--- config.mk ---
export PLATFORM = sky130hd
export DESIGN_NAME = wcc_config_regs
export DESIGN_NICKNAME = d
export VERILOG_FILES = /design/src/rtl/wcc_pkg.sv /design/src/rtl/wcc_scale_if.sv /design/src/rtl/wcc_wet_scale.sv /design/src/rtl/wcc_config_regs.sv
export VERILOG_INCLUDE_DIRS = /design/src /design/src/rtl
export SDC_FILE = /design/constraint.sdc
export NUM_CORES = 1
export LEC_CHECK = 0
export BUFFER_PORTS_ARGS = -buffer_cell sky130_fd_sc_hd__buf_2
export CAP_MARGIN = 20
export CORE_ASPECT_RATIO = 0.8
export CORE_MARGIN = 2
export CORE_UTILIZATION = 45
export CTS_CLUSTER_DIAMETER = 80
export DETAILED_ROUTE_END_ITERATION = 10
export HOLD_SLACK_MARGIN = 0.06
export PLACE_DENSITY = 0.71
export SETUP_SLACK_MARGIN = 0.3
export SLEW_MARGIN = 20
export SYNTH_ARGS = -nofsm -noshare
export SYNTH_HDL_FRONTEND = slang
export SYNTH_SLANG_ARGS = --single-unit
export TNS_END_PERCENT = 5
--- constraint.sdc ---
create_clock -name clk_i -period 2.4 [get_ports clk_i]
set_clock_uncertainty 0.1 [all_clocks]
set_input_delay 0.24 -clock clk_i [delete_from_list [all_inputs] [get_ports clk_i]]
set_output_delay 0.24 -clock clk_i [all_outputs]
set_load 0.02 [all_outputs]
--- src/rtl/wcc_defs.svh ---
// Register offsets, field positions, reset values and timing for the block
`ifndef WCC_DEFS_SVH
`define WCC_DEFS_SVH

`define WCC_ADDR_W 6
`define WCC_DATA_W 24
`define WCC_OFF_WET_UPPER 6'h1e
`define WCC_OFF_PULSE_CFG 6'h1f
`define WCC_OFF_PULSE_EN 6'h20
`define WCC_RESET_VAL 24'h00_0000
`define WCC_UPPER_RSVD_BIT 23
`define WCC_SINK_DIS_BIT 22
`define WCC_SRC_DIS_BIT 21
`define WCC_IN23_LSB 18
`define WCC_IN22_LSB 15
`define WCC_PTIME_MSB 6
`define WCC_PTIME_LSB 4
`define WCC_PGRP_MSB 3
`define WCC_CFG_USED_W 7
`define WCC_GROUP_SIZE 6
`define WCC_PULSE_STEP_US 64
`define WCC_CLK_PERIOD_NS 10
`define WCC_NS_PER_US 1000

`endif

--- src/rtl/wcc_pkg.sv ---
// Types and the level decode shared by the configuration block
package wcc_pkg;

  // Wetting-current level delivered to one input
  typedef enum logic [2:0] {
    WCC_MA0,
    WCC_MA1,
    WCC_MA2,
    WCC_MA5,
    WCC_MA10,
    WCC_MA15
  } wcc_ma_type;

  typedef logic [2:0] wcc_code_type;

  function automatic wcc_ma_type wcc_decode(input wcc_code_type code);
    wcc_ma_type lvl;
    case (code)
      3'h0: lvl = WCC_MA0;
      3'h1: lvl = WCC_MA1;
      3'h2: lvl = WCC_MA2;
      3'h3: lvl = WCC_MA5;
      3'h4: lvl = WCC_MA10;
      default: lvl = WCC_MA15;
    endcase
    return lvl;
  endfunction

endpackage

--- src/rtl/wcc_scale_if.sv ---
// Signals between the register bank and the wetting-current scaler
`timescale 1ns/1ps
interface wcc_scale_if;
  wcc_pkg::wcc_code_type [11:0] code;
  logic [11:0] sink_sel;
  logic [11:0] closed;
  logic continuous;
  logic sink_dis;
  logic src_dis;
  wcc_pkg::wcc_ma_type [11:0] level;

  modport regs (output code, sink_sel, closed, continuous, sink_dis,
                src_dis, input level);
  modport scaler (input code, sink_sel, closed, continuous, sink_dis,
                  src_dis, output level);
endinterface

--- src/rtl/wcc_wet_scale.sv ---
// Decodes wetting-current codes of inputs 12..23 with continuous auto-scale
`timescale 1ns/1ps
module wcc_wet_scale (
  wcc_scale_if.scaler sif
);

  // ****************************************
  // Decode and scale
  // ****************************************
  genvar k;
  generate
    for (k = 0; k < 12; k++) begin : g_in
      wire wcc_pkg::wcc_ma_type raw_lvl = wcc_pkg::wcc_decode(sif.code[k]);
      wire high_lvl = (raw_lvl == wcc_pkg::WCC_MA10) ||
                      (raw_lvl == wcc_pkg::WCC_MA15);
      // Sink class is select bit 1, source class is 0
      wire class_dis = sif.sink_sel[k] ? sif.sink_dis : sif.src_dis;
      // In continuous mode a closed switch drops high settings to 2 mA unless disabled
      wire scale = sif.continuous && sif.closed[k] && high_lvl &&
                   !class_dis;
      assign sif.level[k] = scale ? wcc_pkg::WCC_MA2 : raw_lvl;
    end
  endgenerate

endmodule

--- src/rtl/wcc_config_regs.sv ---
// Wetting-current and clean-current-pulse configuration register bank
`timescale 1ns/1ps
`include "wcc_defs.svh"
module wcc_config_regs #(
  parameter int PULSE_STEP_CYCLES =
    (`WCC_PULSE_STEP_US * `WCC_NS_PER_US) / `WCC_CLK_PERIOD_NS
) (
  input wire logic clk_i,
  input wire logic rst_b_i,
  input wire logic [`WCC_ADDR_W-1:0] reg_addr_i,
  input wire logic reg_wr_i,
  input wire logic reg_rd_i,
  input wire logic [`WCC_DATA_W-1:0] reg_wdata_i,
  output logic [`WCC_DATA_W-1:0] reg_rdata_o,
  input wire logic continuous_mode_i,
  input wire logic [11:0] sink_select_upper_i,
  input wire logic [11:0] switch_closed_upper_i,
  output wcc_pkg::wcc_ma_type [11:0] wet_level_upper_o,
  output logic [9:0] pulse_on_time_us_o,
  output logic [15:0] pulse_on_cycles_o,
  output logic [23:0] pulse_level_15ma_o,
  output logic [23:0] pulse_enable_o
);

  // ****************************************
  // Register decode
  // ****************************************
  logic [`WCC_DATA_W-2:0] wet_upper_q;
  logic [`WCC_CFG_USED_W-1:0] pulse_cfg_q;
  logic [23:0] pulse_en_q;
  wire hit_upper = reg_addr_i == `WCC_OFF_WET_UPPER;
  wire hit_cfg = reg_addr_i == `WCC_OFF_PULSE_CFG;
  wire hit_en = reg_addr_i == `WCC_OFF_PULSE_EN;
  wire wr_upper = reg_wr_i && hit_upper;
  wire wr_cfg = reg_wr_i && hit_cfg;
  wire wr_en = reg_wr_i && hit_en;

  // Reserved top bits are never stored, so they cannot read back
  wire [`WCC_DATA_W-1:0] upper_view = {1'b0, wet_upper_q};
  wire [`WCC_DATA_W-1:0] cfg_view =
    {{(`WCC_DATA_W-`WCC_CFG_USED_W){1'b0}}, pulse_cfg_q};
  wire [`WCC_DATA_W-1:0] rd_mux =
    hit_upper ? upper_view :
    hit_cfg ? cfg_view :
    hit_en ? pulse_en_q : `WCC_RESET_VAL;

  always_ff @(posedge clk_i or negedge rst_b_i) begin
    if (!rst_b_i) begin
      wet_upper_q <= (`WCC_DATA_W-1)'(`WCC_RESET_VAL);
    end else if (wr_upper) begin
      wet_upper_q <= reg_wdata_i[`WCC_DATA_W-2:0];
    end
  end

  always_ff @(posedge clk_i or negedge rst_b_i) begin
    if (!rst_b_i) begin
      pulse_cfg_q <= `WCC_CFG_USED_W'(0);
    end else if (wr_cfg) begin
      pulse_cfg_q <= reg_wdata_i[`WCC_CFG_USED_W-1:0];
    end
  end

  always_ff @(posedge clk_i or negedge rst_b_i) begin
    if (!rst_b_i) begin
      pulse_en_q <= `WCC_RESET_VAL;
    end else if (wr_en) begin
      pulse_en_q <= reg_wdata_i;
    end
  end

  // Read data stays until the next read strobe; unmapped reads give zero
  always_ff @(posedge clk_i or negedge rst_b_i) begin
    if (!rst_b_i) begin
      reg_rdata_o <= `WCC_RESET_VAL;
    end else if (reg_rd_i) begin
      reg_rdata_o <= rd_mux;
    end
  end

  // ****************************************
  // Field extraction
  // ****************************************
  // Pairs share a field; inputs 22 and 23 each own one
  function automatic int field_lsb(input int k);
    int lsb;
    lsb = (k / 2) * 3;
    if (k == 10) lsb = `WCC_IN22_LSB;
    if (k == 11) lsb = `WCC_IN23_LSB;
    return lsb;
  endfunction

  wcc_scale_if sif ();
  genvar k;
  generate
    for (k = 0; k < 12; k++) begin : g_fld
      assign sif.code[k] = wet_upper_q[field_lsb(k) +: 3];
    end
  endgenerate
  assign sif.sink_sel = sink_select_upper_i;
  assign sif.closed = switch_closed_upper_i;
  assign sif.continuous = continuous_mode_i;
  assign sif.sink_dis = wet_upper_q[`WCC_SINK_DIS_BIT];
  assign sif.src_dis = wet_upper_q[`WCC_SRC_DIS_BIT];

  wcc_wet_scale u_scale (
    .sif(sif)
  );

  // ****************************************
  // Pulse settings
  // ****************************************
  wire [2:0] ptime = pulse_cfg_q[`WCC_PTIME_MSB:`WCC_PTIME_LSB];
  wire [3:0] pgrp = pulse_cfg_q[`WCC_PGRP_MSB:0];
  wire [3:0] ptime_steps = {1'b0, ptime} + 4'h1;
  wire [9:0] ptime_us_d = 10'(ptime_steps * `WCC_PULSE_STEP_US);
  wire [15:0] pcycles_d = 16'(ptime_steps * PULSE_STEP_CYCLES);
  logic [23:0] plevel_d;
  always_comb begin
    for (int i = 0; i < 24; i++) begin
      plevel_d[i] = pgrp[i / `WCC_GROUP_SIZE];
    end
  end

  // Outputs registered so the analog side sees glitch-free levels
  always_ff @(posedge clk_i or negedge rst_b_i) begin
    if (!rst_b_i) begin
      wet_level_upper_o <= '{default: wcc_pkg::WCC_MA0};
      pulse_on_time_us_o <= 10'h000;
      pulse_on_cycles_o <= 16'h0000;
      pulse_level_15ma_o <= 24'h00_0000;
      pulse_enable_o <= 24'h00_0000;
    end else begin
      wet_level_upper_o <= sif.level;
      pulse_on_time_us_o <= ptime_us_d;
      pulse_on_cycles_o <= pcycles_d;
      pulse_level_15ma_o <= plevel_d;
      pulse_enable_o <= pulse_en_q;
    end
  end

  wire [2:0] code23 = wet_upper_q[`WCC_IN23_LSB +: 3];
  wire [2:0] code12 = wet_upper_q[2:0];
  wire hi12 = code12 >= 3'h4;
  wire [2:0] code20 = wet_upper_q[14:12];
  wire [2:0] code22 = wet_upper_q[`WCC_IN22_LSB +: 3];
endmodule

### Word level (Yosys, flattened, before mapping)

Cells that the tools add are included.
W data, S select, Z words.

| word-level totals | value |
|---|---|
| bits in registers | 169 |
| bits of input ports | 59 |
| output and inout bits | 134 |
| logic and storage cells | 166 |

| cells by class | value |
|---|---|
| add/sub/neg operators | 1 |
| multiply operators | 1 |
| equality and inequality tests | 45 |
| muxes and demuxes | 34 |
| reductions and logical operators | 65 |

Operator list:

| kind | count |
|---|---|
| $pmux W3 S5 | 7 |
| $mux W24 | 3 |
| $eq A3 B3 Y1 const B | 21 |
| $eq A3 B2 Y1 const B | 14 |
| $logic_and A1 B1 Y1 | 39 |
| $mux W3 | 12 |
| $eq A3 B1 Y1 const B | 7 |
| $logic_not A3 Y1 | 7 |
| $eq A6 B5 Y1 const B | 2 |
| $logic_not A1 Y1 | 12 |
| $mux W1 | 12 |
| $mul A4 B5 Y8 const B | 1 |
| $logic_or A1 B1 Y1 | 7 |
| $eq A6 B6 Y1 const B | 1 |
| $add A3 B1 Y4 const B | 1 |

### Logic depth before layout (Yosys ltp)

Gate-level depths: netlist (run 1).

| depth | value |
|---|---|
| word-level depth | 7 |
| mapped depth | 9 |
| gate-level depth less buffers | 9 |

### Modules after synthesis

From an unflattened synthesis (run 1), not the netlist that was laid out.

| second synthesis, totals | value |
|---|---|
| cells, all modules | 455 |
| area total of the unflattened synthesis | 6,243.5 um^2 |

By module, submodules not included:

| module | times used | cells each | area each (um^2) | sequential area each (um^2) |
|---|---|---|---|---|
| wcc_config_regs | 1 | 368 | 5,651.7 | 3,778.6 |
| wcc_wet_scale | 1 | 87 | 591.8 | 0.0 |

### Worst setup path after synthesis (run 1)

Ideal clock, no wire load.

| timing path | value |
|---|---|
| kind | register -> register |
| start | reg pulse_cfg_q[4] |
| end | reg pulse_on_cycles_o[14] |
| setup time | 84 ps |
| data arrival time | 2,005 ps |
| required time | 2,216 ps |
| setup slack | 211 ps |
| stages on the path, launching flop included | 10 |
| path buffers | 0 |
| clock period less this slack | 2,189 ps |
| cells stage by stage | dfrtp_1 -> ha_1 -> xor2_1 -> inv_1 -> ha_1 -> inv_1 -> ha_1 -> and3_1 -> a31oi_1 -> a21boi_0 |

| between the ends | value |
|---|---|
| longest elaborated chain between the ends | 2 |

RTL lines:

| what | RTL line | source |
|---|---|---|
| start: declaration | wcc_config_regs.sv:29 | `` logic [`WCC_CFG_USED_W-1:0] pulse_cfg_q; `` |
| start signal: assignment | wcc_config_regs.sv:57 | `` pulse_cfg_q <= `WCC_CFG_USED_W'(0); `` |
| start signal: assignment | wcc_config_regs.sv:59 | `` pulse_cfg_q <= reg_wdata_i[`WCC_CFG_USED_W-1:0]; `` |
| $add A3 B1 Y4 | wcc_config_regs.sv:114 | `wire [3:0] ptime_steps = {1'b0, ptime} + 4'h1;` |
| $mul A4 B5 Y8 | wcc_config_regs.sv:116 | `wire [15:0] pcycles_d = 16'(ptime_steps * PULSE_STEP_CYCLES);` |
| net pcycles_d[14] | wcc_config_regs.sv:116 |  |
| end signal: assignment | wcc_config_regs.sv:135 | `pulse_on_cycles_o <= pcycles_d;` |
| end: declaration | wcc_config_regs.sv:20 | `output logic [15:0] pulse_on_cycles_o,` |

The timed path passes the listed nets, and every way through them passes these cells.
A chain may end at the register's enable or synchronous reset.

### Final worst setup path (run 1)

Ends and elaborated chain as after synthesis.

==> results.yml, run 1 <==
logic_synthesis:
  async_flop_share_pct: 100
  netlist_instances: 458
  synth_most_common_cell: "dfrtp_1"
  synth_top_area_share_pct: 59.8
  synth_edf_count: 0
  synthTopCellsByArea: "dfrtp_1, mux2_4, buf_4"
  synth_commonest_cells: "dfrtp_1, mux2_4, buf_4"
  synth.avg_cell_area_sq_um: 13.8
  ys_types: 40
  ys_seq_area_share_pct: 59.8
  synth_top_cell_by_area: "dfrtp_1"
  synth_ff_type: "dfrtp_1"
  yosys_warnings: 0
  synth_seq_cells: 151
  syn_area_sq_um: 6310
routing:
  ant_nets: 0
  drc_errors: 0
  drt_pass1_iterations: 4
  vias: 4230
  avgRoutedWirePerCell_um: 17.4
  routed_via_density: 4.98
  drtIter0Drc: 155
  routed_wl_um: 14700
setup_path:
  cp_common_cell: "ha_4"
  r2r_cells: 9
  reg2reg_from: "pulse_cfg_q[4]"
  required_ns: 2.65
  crit_type: "reg -> reg"
  reg2reg_to: "pulse_on_cycles_o[14]"
  critPathCaptureType: "flop"
  ff2ff_setup_slack_ns: 0.31
  critPathMaxStageDelay_ns: 0.44
  crit_start: "pulse_cfg_q[4]"
  crit_path_end: "pulse_on_cycles_o[14]"
  cp.arrival_ns: 2.33
  path_max_fanout: 4
  worstSetupStartpointType: "flop"
  slowest_stage: "dfrtp_2"
  crit_chain: "ha_4 -> xor2_2 -> inv_1 -> ha_1 -> inv_2 -> ha_4 -> and3_4 -> a31oi_4 -> a21boi_2"
final_layout:
  multi_input_area_sq_um: 2220
  register_area_sq_um: 3780
  fin_nets: 721
  layout-drive-gt1-share_pct: 43.9
  antennaDiodeCount: 0
  final_core_util_pct: 60.1
  nFillCells: 1098
  syn_to_final_growth_pct: 29.8
clock_tree:
  h-tree-depth: 4
  clkSinkCount: 151
  cts_buffers: 17
  cts-root-buf: "clkbuf_16"
  clk_pin_slew_ns: 0.06
  clockBufferDepth: 2
  cts_tree: "yes"
  clk_latency_ns: 0.42
placement:
  io_buffers: 178
  hpwl_um: 10000
  gp_congestion: 0.796
power_and_ir_drop:
  p_int_uw: 5160
  p_sw_share_pct: 27.2
  power_switching_uw: 1930
  p_leak_uw: 0.00442
  clock_power_share_pct: 39.0
  p_comb_share_pct: 17.6
  p_per_area_nw_per_um2: 865
  ir_drop_mv: 0.488
  seqPwrFrac_pct: 43.4
timing:
  fin_crit_ns: 2.09
  rsz0062_at_grt: "true"
  fmax_ghz: 0.479
  fin_tns_setup_ns: 0
  drv_slew: 0
  fin_crit_sh_pct: 86.9
  worst_pin_slew_ns: 0.713
  setup_viol: 0
  slew_headroom_pct: 52.4
  finalHoldViolCount: 0
  hold-worst-slack_ns: 0.0781
hold_path:
  worstHoldPathType: "in -> reg"
outcome:
  status: "finished, final reports clean"
global_routing:
  grt.overflow.total: 0
  antenna_found_initial: 0
  grt_max_degree: 55
  grt_pass1_wl_um: 23000
  track_usage_pct: 20.8
  grt_pass1_vias: 4314
floorplan:
  ioPinCount: 193
  dieArea_sq_um: 15000
  die_h_um: 110
  dieWidth_um: 136
  core-area_sq_um: 13600
  start_util_pct: 46.3
  fp-row-count: 38
flow_run:
  drv_cap: 0
[repair_timing]
action	in CTS	in global routing
pin swaps	0	1
gates resized for setup	5	3
endpoints found under the setup margin	2	2
hold buffers	29	0
endpoints found under the hold margin	108	0
setup buffers	3	0
[how the worst min path moves through the flow]
stage / startpoint / to / slack (ns) / depth (start not counted)
CTS: sink_select_upper_i[9] / wet_level_upper_o[28] / 0.06 / 4
finish: sink_select_upper_i[9] / wet_level_upper_o[28] / 0.08 / 4
detailed placement: rst_b_i / pulse_enable_o[0] / 0.14 / 1
global placement: rst_b_i / pulse_enable_o[0] / 0.12 / 1
floorplan: rst_b_i / pulse_cfg_q[0] / -0.16 / 0
global route: sink_select_upper_i[5] / wet_level_upper_o[16] / 0.09 / 4
[per-stage QoR]
step / total power, uW / instance area (sq um) / cells / setup slack, ns
4_1_cts: 7150 / 8180 / 849 / 0.306
3_5_place_dp: 4300 / 7220 / 785 / 0.107
6_report: 7090 / 8200 / 849 / 0.314
2_1_floorplan: 3890 / 6390 / 472 / 0.332
3_3_place_gp: 4260 / 7220 / 785 / 0.260
5_1_grt: 7420 / 8200 / 849 / 0.256
[layer usage]
layer | GRT usage [%] | routed length [um] | vias up
li1 | - | - | 1957
met1 | 27.4 | 6540 | 2099
met2 | 32.5 | 6900 | 153
met3 | 6.04 | 1030 | 21
met4 | 8.71 | 252 | 0
met5 | 0 | 0 | -
[power by group through the flow]
| stage | Sequential, uW | Combinational (uW) | Clock, uW |
|---|---|---|---|
| 3_5_place_dp | 3120 | 1180 | 0 |
| 4_1_cts | 3080 | 1240 | 2830 |
| 6_report | 3080 | 1250 | 2770 |
| 3_3_place_gp | 3100 | 1160 | 0 |
| 5_1_grt | 3120 | 1350 | 2950 |
| 2_1_floorplan | 3320 | 570 | 0 |
[cell type report]
cell class                      instances  area share [%]
Sequential cell                       151            46.1
Clock buffer                           26            6.21
Inverter                                6           0.275
Clock inverter                          6            1.36
Tap cell                              180            2.75
Multi-Input combinational cell        256            27.1
Timing Repair Buffer                  224            16.2
[flip-flops by register name, indices dropped and copies added (netlist names), 5 cells and up]
name	cells
wet_level_upper_o	36
pulse_en_q	24
pulse_enable_o	24
reg_rdata_o	24
wet_upper_q	23
pulse_cfg_q	7
pulse_on_cycles_o	5
[cells in the final DEF, fill, tap and decap left out, types with 2 or more instances in the layout]
cell type and instances:
and2_1 5, a311o_1 2, clkbuf_8 5, and4_1 9, conb_1 15, xor2_1 3
nand2b_1 18, ha_1 2, nand3_1 14, nor3_1 2, mux2_2 14, dlygate4sd3_1 29
clkbuf_16 17, bufinv_16 3, o32ai_1 7, nand2_1 7, mux2_4 40, a21o_1 2
dfrtp_1 150, nor2_2 2, nand4_1 4, nor2_1 11, a221o_1 14, and3_1 14
buf_2 177, mux2i_1 12, clkbuf_1 4, a21oi_1 8, nor2b_1 27, buf_4 16
inv_1 5, a31oi_1 7, ha_4 3
[critical path, delay by kind of cell, from the launching register on]
| family | cells | cell delay (ns) |
|---|---|---|
| AOI/OAI and AO/OA | 2 | 0.34 |
| adders and majority gates | 3 | 0.67 |
| and+or+nand+nor | 1 | 0.18 |
| DFF | 1 | 0.44 |
| buffers and inverters | 2 | 0.13 |
| xor gates and xnor gates | 1 | 0.15 |
[kinds of logic (layout without fill, tap and decap cells)]
group	Yosys count	count (layout)	share of synthesized area, %
flip-flops	151	151	59.8
AND/OR/NAND/NOR	121	121	11.9
multiplexers	66	66	13.9
buffers and inverters	65	262	7.01
AO/OA/AOI/OAI	43	43	5.43
adder cells (fa/ha/maj)	6	6	1.19
XOR/XNOR	5	5	0.693
other	1	15	0.0594
No activity file was read; power rests on OpenSTA's default activity.
==> run 2, diff against run 1 <==
- PLACE_DENSITY: 0.71 -> 0.79
==> results.yml, run 2 (same netlist as run 1, synthesis figures left out) <==
clock_tree:
  cts-root-buf: "clkbuf_16"
  clk_latency_ns: 0.42
  clockBufferDepth: 2
  cts_tree: "yes"
  clkSinkCount: 151
  cts_buffers: 17
  clk_pin_slew_ns: 0.06
  h-tree-depth: 4
timing:
  slew_headroom_pct: 49.8
  fin_crit_ns: 2.09
  hold-worst-slack_ns: 0.0867
  rsz0062_at_grt: "false"
  finalHoldViolCount: 0
  fin_crit_sh_pct: 87.0
  worst_pin_slew_ns: 0.752
  drv_slew: 0
  setup_viol: 0
  fin_tns_setup_ns: 0
  fmax_ghz: 0.479
placement:
  io_buffers: 178
  hpwl_um: 10200
  place_area_sq_um: 7220
  gp_congestion: 0.782
flow_run:
  drv_cap: 0
routing:
  ant_nets: 0
  drt_pass1_iterations: 6
  vias: 4303
  routed_wl_um: 15500
  drc_errors: 0
  routed_via_density: 5.07
  avgRoutedWirePerCell_um: 18.3
  drtIter0Drc: 194
final_layout:
  top_register: "wet_level_upper_o"
  syn_to_final_growth_pct: 28.8
  final_core_util_pct: 59.6
  fin_area_sq_um: 8130
  fin_nets: 719
  layout-drive-gt1-share_pct: 44.4
  final_common_cell: "buf_2"
  largest_register_ff_count: 36
  layout_common_cells: "buf_2, dfrtp_1, mux2_4, dlygate4sd3_1, nor2b_1"
  nFillCells: 1102
power_and_ir_drop:
  p_total_uw: 6710
  p_per_area_nw_per_um2: 824
  ir_drop_mv: 0.481
  p_leak_uw: 0.00438
floorplan:
  die_h_um: 110
  ioPinCount: 193
  fp-row-count: 38
  dieWidth_um: 136
  dieArea_sq_um: 15000
  core-area_sq_um: 13600
  start_util_pct: 46.3
global_routing:
  track_usage_pct: 21.3
  grt_pass1_wl_um: 23600
  grt.overflow.total: 0
  antenna_found_initial: 1
  grt_max_degree: 61
  grt_pass1_vias: 4502
setup_path:
  cp.arrival_ns: 2.34
  path_max_fanout: 3
  required_ns: 2.65
  critPathCaptureType: "flop"
  crit_type: "reg -> reg"
  worstSetupStartpointType: "flop"
outcome:
  status: "finished, final reports clean"
hold_path:
  worstHoldPathType: "in -> reg"
[run 2: cell count changes in the layout (fill, tap and decap cells not counted), sizes merged]
cell,change
diode,+1
inv,+1
bufinv,-3
clkbuf,-5
clkinv,+7
dlygate4sd3,-1
buf,-1
[run 2: cell type report]
cell class | instances | area (sq um) | area share [%]
Clock inverter | 11 | 76.3 | 0.938
Clock buffer | 21 | 440 | 5.41
Multi-Input combinational cell | 256 | 2240 | 27.5
Sequential cell | 151 | 3780 | 46.5
Timing Repair Buffer | 222 | 1350 | 16.6
Inverter | 6 | 22.5 | 0.277
Tap cell | 180 | 225 | 2.77
Antenna cell | 1 | 2.50 | 0.0308
[run 2: critical path, cell delays in order, from the launching register on]
cell and delay [ns]:
dfrtp_1 0.42, ha_4 0.18, xor2_2 0.15, inv_2 0.07, ha_4 0.27, inv_2 0.05, ha_4 0.23, and3_4 0.18
a31oi_4 0.17, a21boi_2 0.19
[run 2: through the flow]
step                      setup WS (ns)  instances
after detailed placement         0.0929        781
after floorplan                   0.332        472
after global routing              0.264        848
after CTS                         0.311        846
after global placement            0.268        781
final                             0.313        848
[run 2: final timing paths]
path	cells past startpoint	slack, ns	to	start
min in group asynchronous	2	0.21	reg_rdata_o[11]	rst_b_i
max in group asynchronous	3	1.34	pulse_cfg_q[4]	rst_b_i
min reg2reg	0	0.29	pulse_level_15ma_o[11]	pulse_cfg_q[1]
max reg2reg	9	0.31	pulse_on_cycles_o[14]	pulse_cfg_q[5]
min	3	0.09	wet_level_upper_o[4]	switch_closed_upper_i[1]
max	9	0.31	pulse_on_cycles_o[14]	pulse_cfg_q[5]
[run 2: where the power goes]
part	switching (uW)	internal, uW	leakage, uW
sequential	215	2860	0.00200
clock	1020	1320	0.000255
combinational	747	538	0.00213
total	1980	4720	0.00438
[run 2: timing repair]
item	CTS	global route
endpoints found under the hold margin	208	0
hold buffers	28	0
gates resized for setup	4	8
pin swaps	0	1
endpoints found under the setup margin	2	2
buffers inserted	5	1
[run 2: metal layers]
| layer | routed length, um | global-route usage (%) | part of all wire [%] | up-vias |
|---|---|---|---|---|
| met2 | 7560 | 34.4 | 49 | 164 |
| met4 | 214 | 8.04 | 1.4 | 0 |
| li1 | - | - | - | 1954 |
| met1 | 6720 | 27.3 | 43 | 2167 |
| met3 | 997 | 6.13 | 6.4 | 18 |
| met5 | 0 | 0 | 0 | - |
==> run 3, diff against run 2 <==
- CORE_UTILIZATION: 45 -> 51
- MAX_ROUTING_LAYER: unset -> met4
- PLACE_DENSITY: 0.79 -> 0.87
==> results.yml, run 3 (same netlist as run 1, synthesis figures left out) <==
floorplan:
  core-area_sq_um: 12100
  ioPinCount: 193
  dieArea_sq_um: 13300
  start_util_pct: 52.1
  dieWidth_um: 128
  fp-row-count: 36
  die_h_um: 104
clock_tree:
  clk_latency_ns: 0.42
  clkSinkCount: 151
  clockBufferDepth: 2
  cts_buffers: 17
  cts_tree: "yes"
  h-tree-depth: 4
  clk_pin_slew_ns: 0.06
  cts-root-buf: "clkbuf_16"
flow_run:
  drv_cap: 0
routing:
  drtIter0Drc: 205
  ant_nets: 0
  vias: 4354
  routed_wl_um: 15400
  drc_errors: 0
  avgRoutedWirePerCell_um: 18.8
  drt_pass1_iterations: 4
  routed_via_density: 5.32
timing:
  finalHoldViolCount: 0
  setup_viol: 0
  rsz0062_at_grt: "true"
  fin_crit_ns: 2.08
  fin_tns_setup_ns: 0
  drv_slew: 0
  fin_crit_sh_pct: 86.8
  worst_pin_slew_ns: 0.777
  slew_headroom_pct: 48.2
  fmax_ghz: 0.480
final_layout:
  stdcell_count: 818
  fin_area_sq_um: 8110
  top_register: "wet_level_upper_o"
  final_common_cell: "buf_2"
  layout-drive-gt1-share_pct: 44.3
  layout_common_cells: "buf_2, dfrtp_1, mux2_4, dlygate4sd3_1, nor2b_1"
  syn_to_final_growth_pct: 28.5
  fin_nets: 718
  register_area_sq_um: 3780
  nFillCells: 857
  multi_input_area_sq_um: 2220
  antennaDiodeCount: 0
  largest_register_ff_count: 36
setup_path:
  crit_buf_inv: 2
  required_ns: 2.65
  crit_chain: "ha_4 -> xor2_2 -> inv_1 -> ha_1 -> inv_2 -> ha_4 -> and3_4 -> a31oi_4 -> a21boi_2"
  worstSetupStartpointType: "flop"
  critPathMaxStageDelay_ns: 0.45
  path_max_fanout: 4
  path_delay_family: "adder cells"
  cp_common_cell: "ha_4"
  slowest_stage: "dfrtp_2"
  cp.arrival_ns: 2.33
  crit_type: "reg -> reg"
  critPathCaptureType: "flop"
power_and_ir_drop:
  p_leak_uw: 0.00439
  ir_drop_mv: 0.575
  p_per_area_nw_per_um2: 848
  p_total_uw: 6880
placement:
  hpwl_um: 10100
  io_buffers: 178
  place_area_sq_um: 7180
  place_inst: 753
  gp_congestion: 0.841
global_routing:
  antenna_found_initial: 0
  grt.overflow.total: 0
  grt_max_degree: 64
  track_usage_pct: 24.7
  grt_pass1_wl_um: 24300
  grt_pass1_vias: 4584
hold_path:
  worstHoldPathType: "in -> reg"
outcome:
  status: "finished, final reports clean"
## run 3: metrics by stage
stage / setup WS, ns / utilization (%) / hold slack [ns]
global route: 0.232 / 66.9 / 0.102
floorplan: 0.332 / - / -0.156
finish: 0.317 / 66.9 / 0.0883
detailed placement: 0.0977 / 59.2 / 0.166
CTS: 0.304 / 66.6 / 0.0688
global placement: 0.261 / 59.2 / 0.146
## run 3: worst min-delay path, stage by stage
cell,delay [ns]
buf_2,0.08
mux2i_1,0.06
nand4_1,0.12
nand2_1,0.06
## run 3: cell type report
cell class | count | area share, %
sequential | 151 | 46.6
multi-input combinational | 256 | 27.4
timing repair buffer | 221 | 16.4
clock buffer | 20 | 5.75
tap | 152 | 2.34
clock inverter | 12 | 1.25
inverter | 6 | 0.278
## run 3: final timing paths
| check | end | startpoint | cells after the start | slack, ns |
|---|---|---|---|---|
| max | pulse_on_cycles_o[14] | pulse_cfg_q[4] | 9 | 0.32 |
| min | wet_level_upper_o[19] | sink_select_upper_i[6] | 4 | 0.09 |
| max reg2reg | pulse_on_cycles_o[14] | pulse_cfg_q[4] | 9 | 0.32 |
| min reg2reg | pulse_level_15ma_o[5] | pulse_cfg_q[0] | 0 | 0.29 |
| max in group asynchronous | pulse_cfg_q[2] | rst_b_i | 3 | 1.26 |
| min in group asynchronous | pulse_on_cycles_o[15] | rst_b_i | 2 | 0.26 |
## run 3: routing by layer
layer | part of all wire [%] | vias to the layer above | GRT usage [%]
li1 | - | 1952 | -
met1 | 42 | 2197 | 31.4
met2 | 51 | 183 | 38.9
met3 | 5.4 | 22 | 4.24
met4 | 1.9 | 0 | 11.1
met5 | 0 | - | -
## run 3: report_power, final
group          internal (uW)  total [uW]  switching, uW
logic                    527        1260            736
clock network           1500        2520           1020
registers               2860        3090            229
total                   4890        6880           1990
## run 3: what timing repair did
item	in CTS	in global routing
hold endpoints to repair	119	0
setup buffers	4	0
endpoints found under the setup margin	2	2
gates resized for setup	4	4
hold buffers	29	0
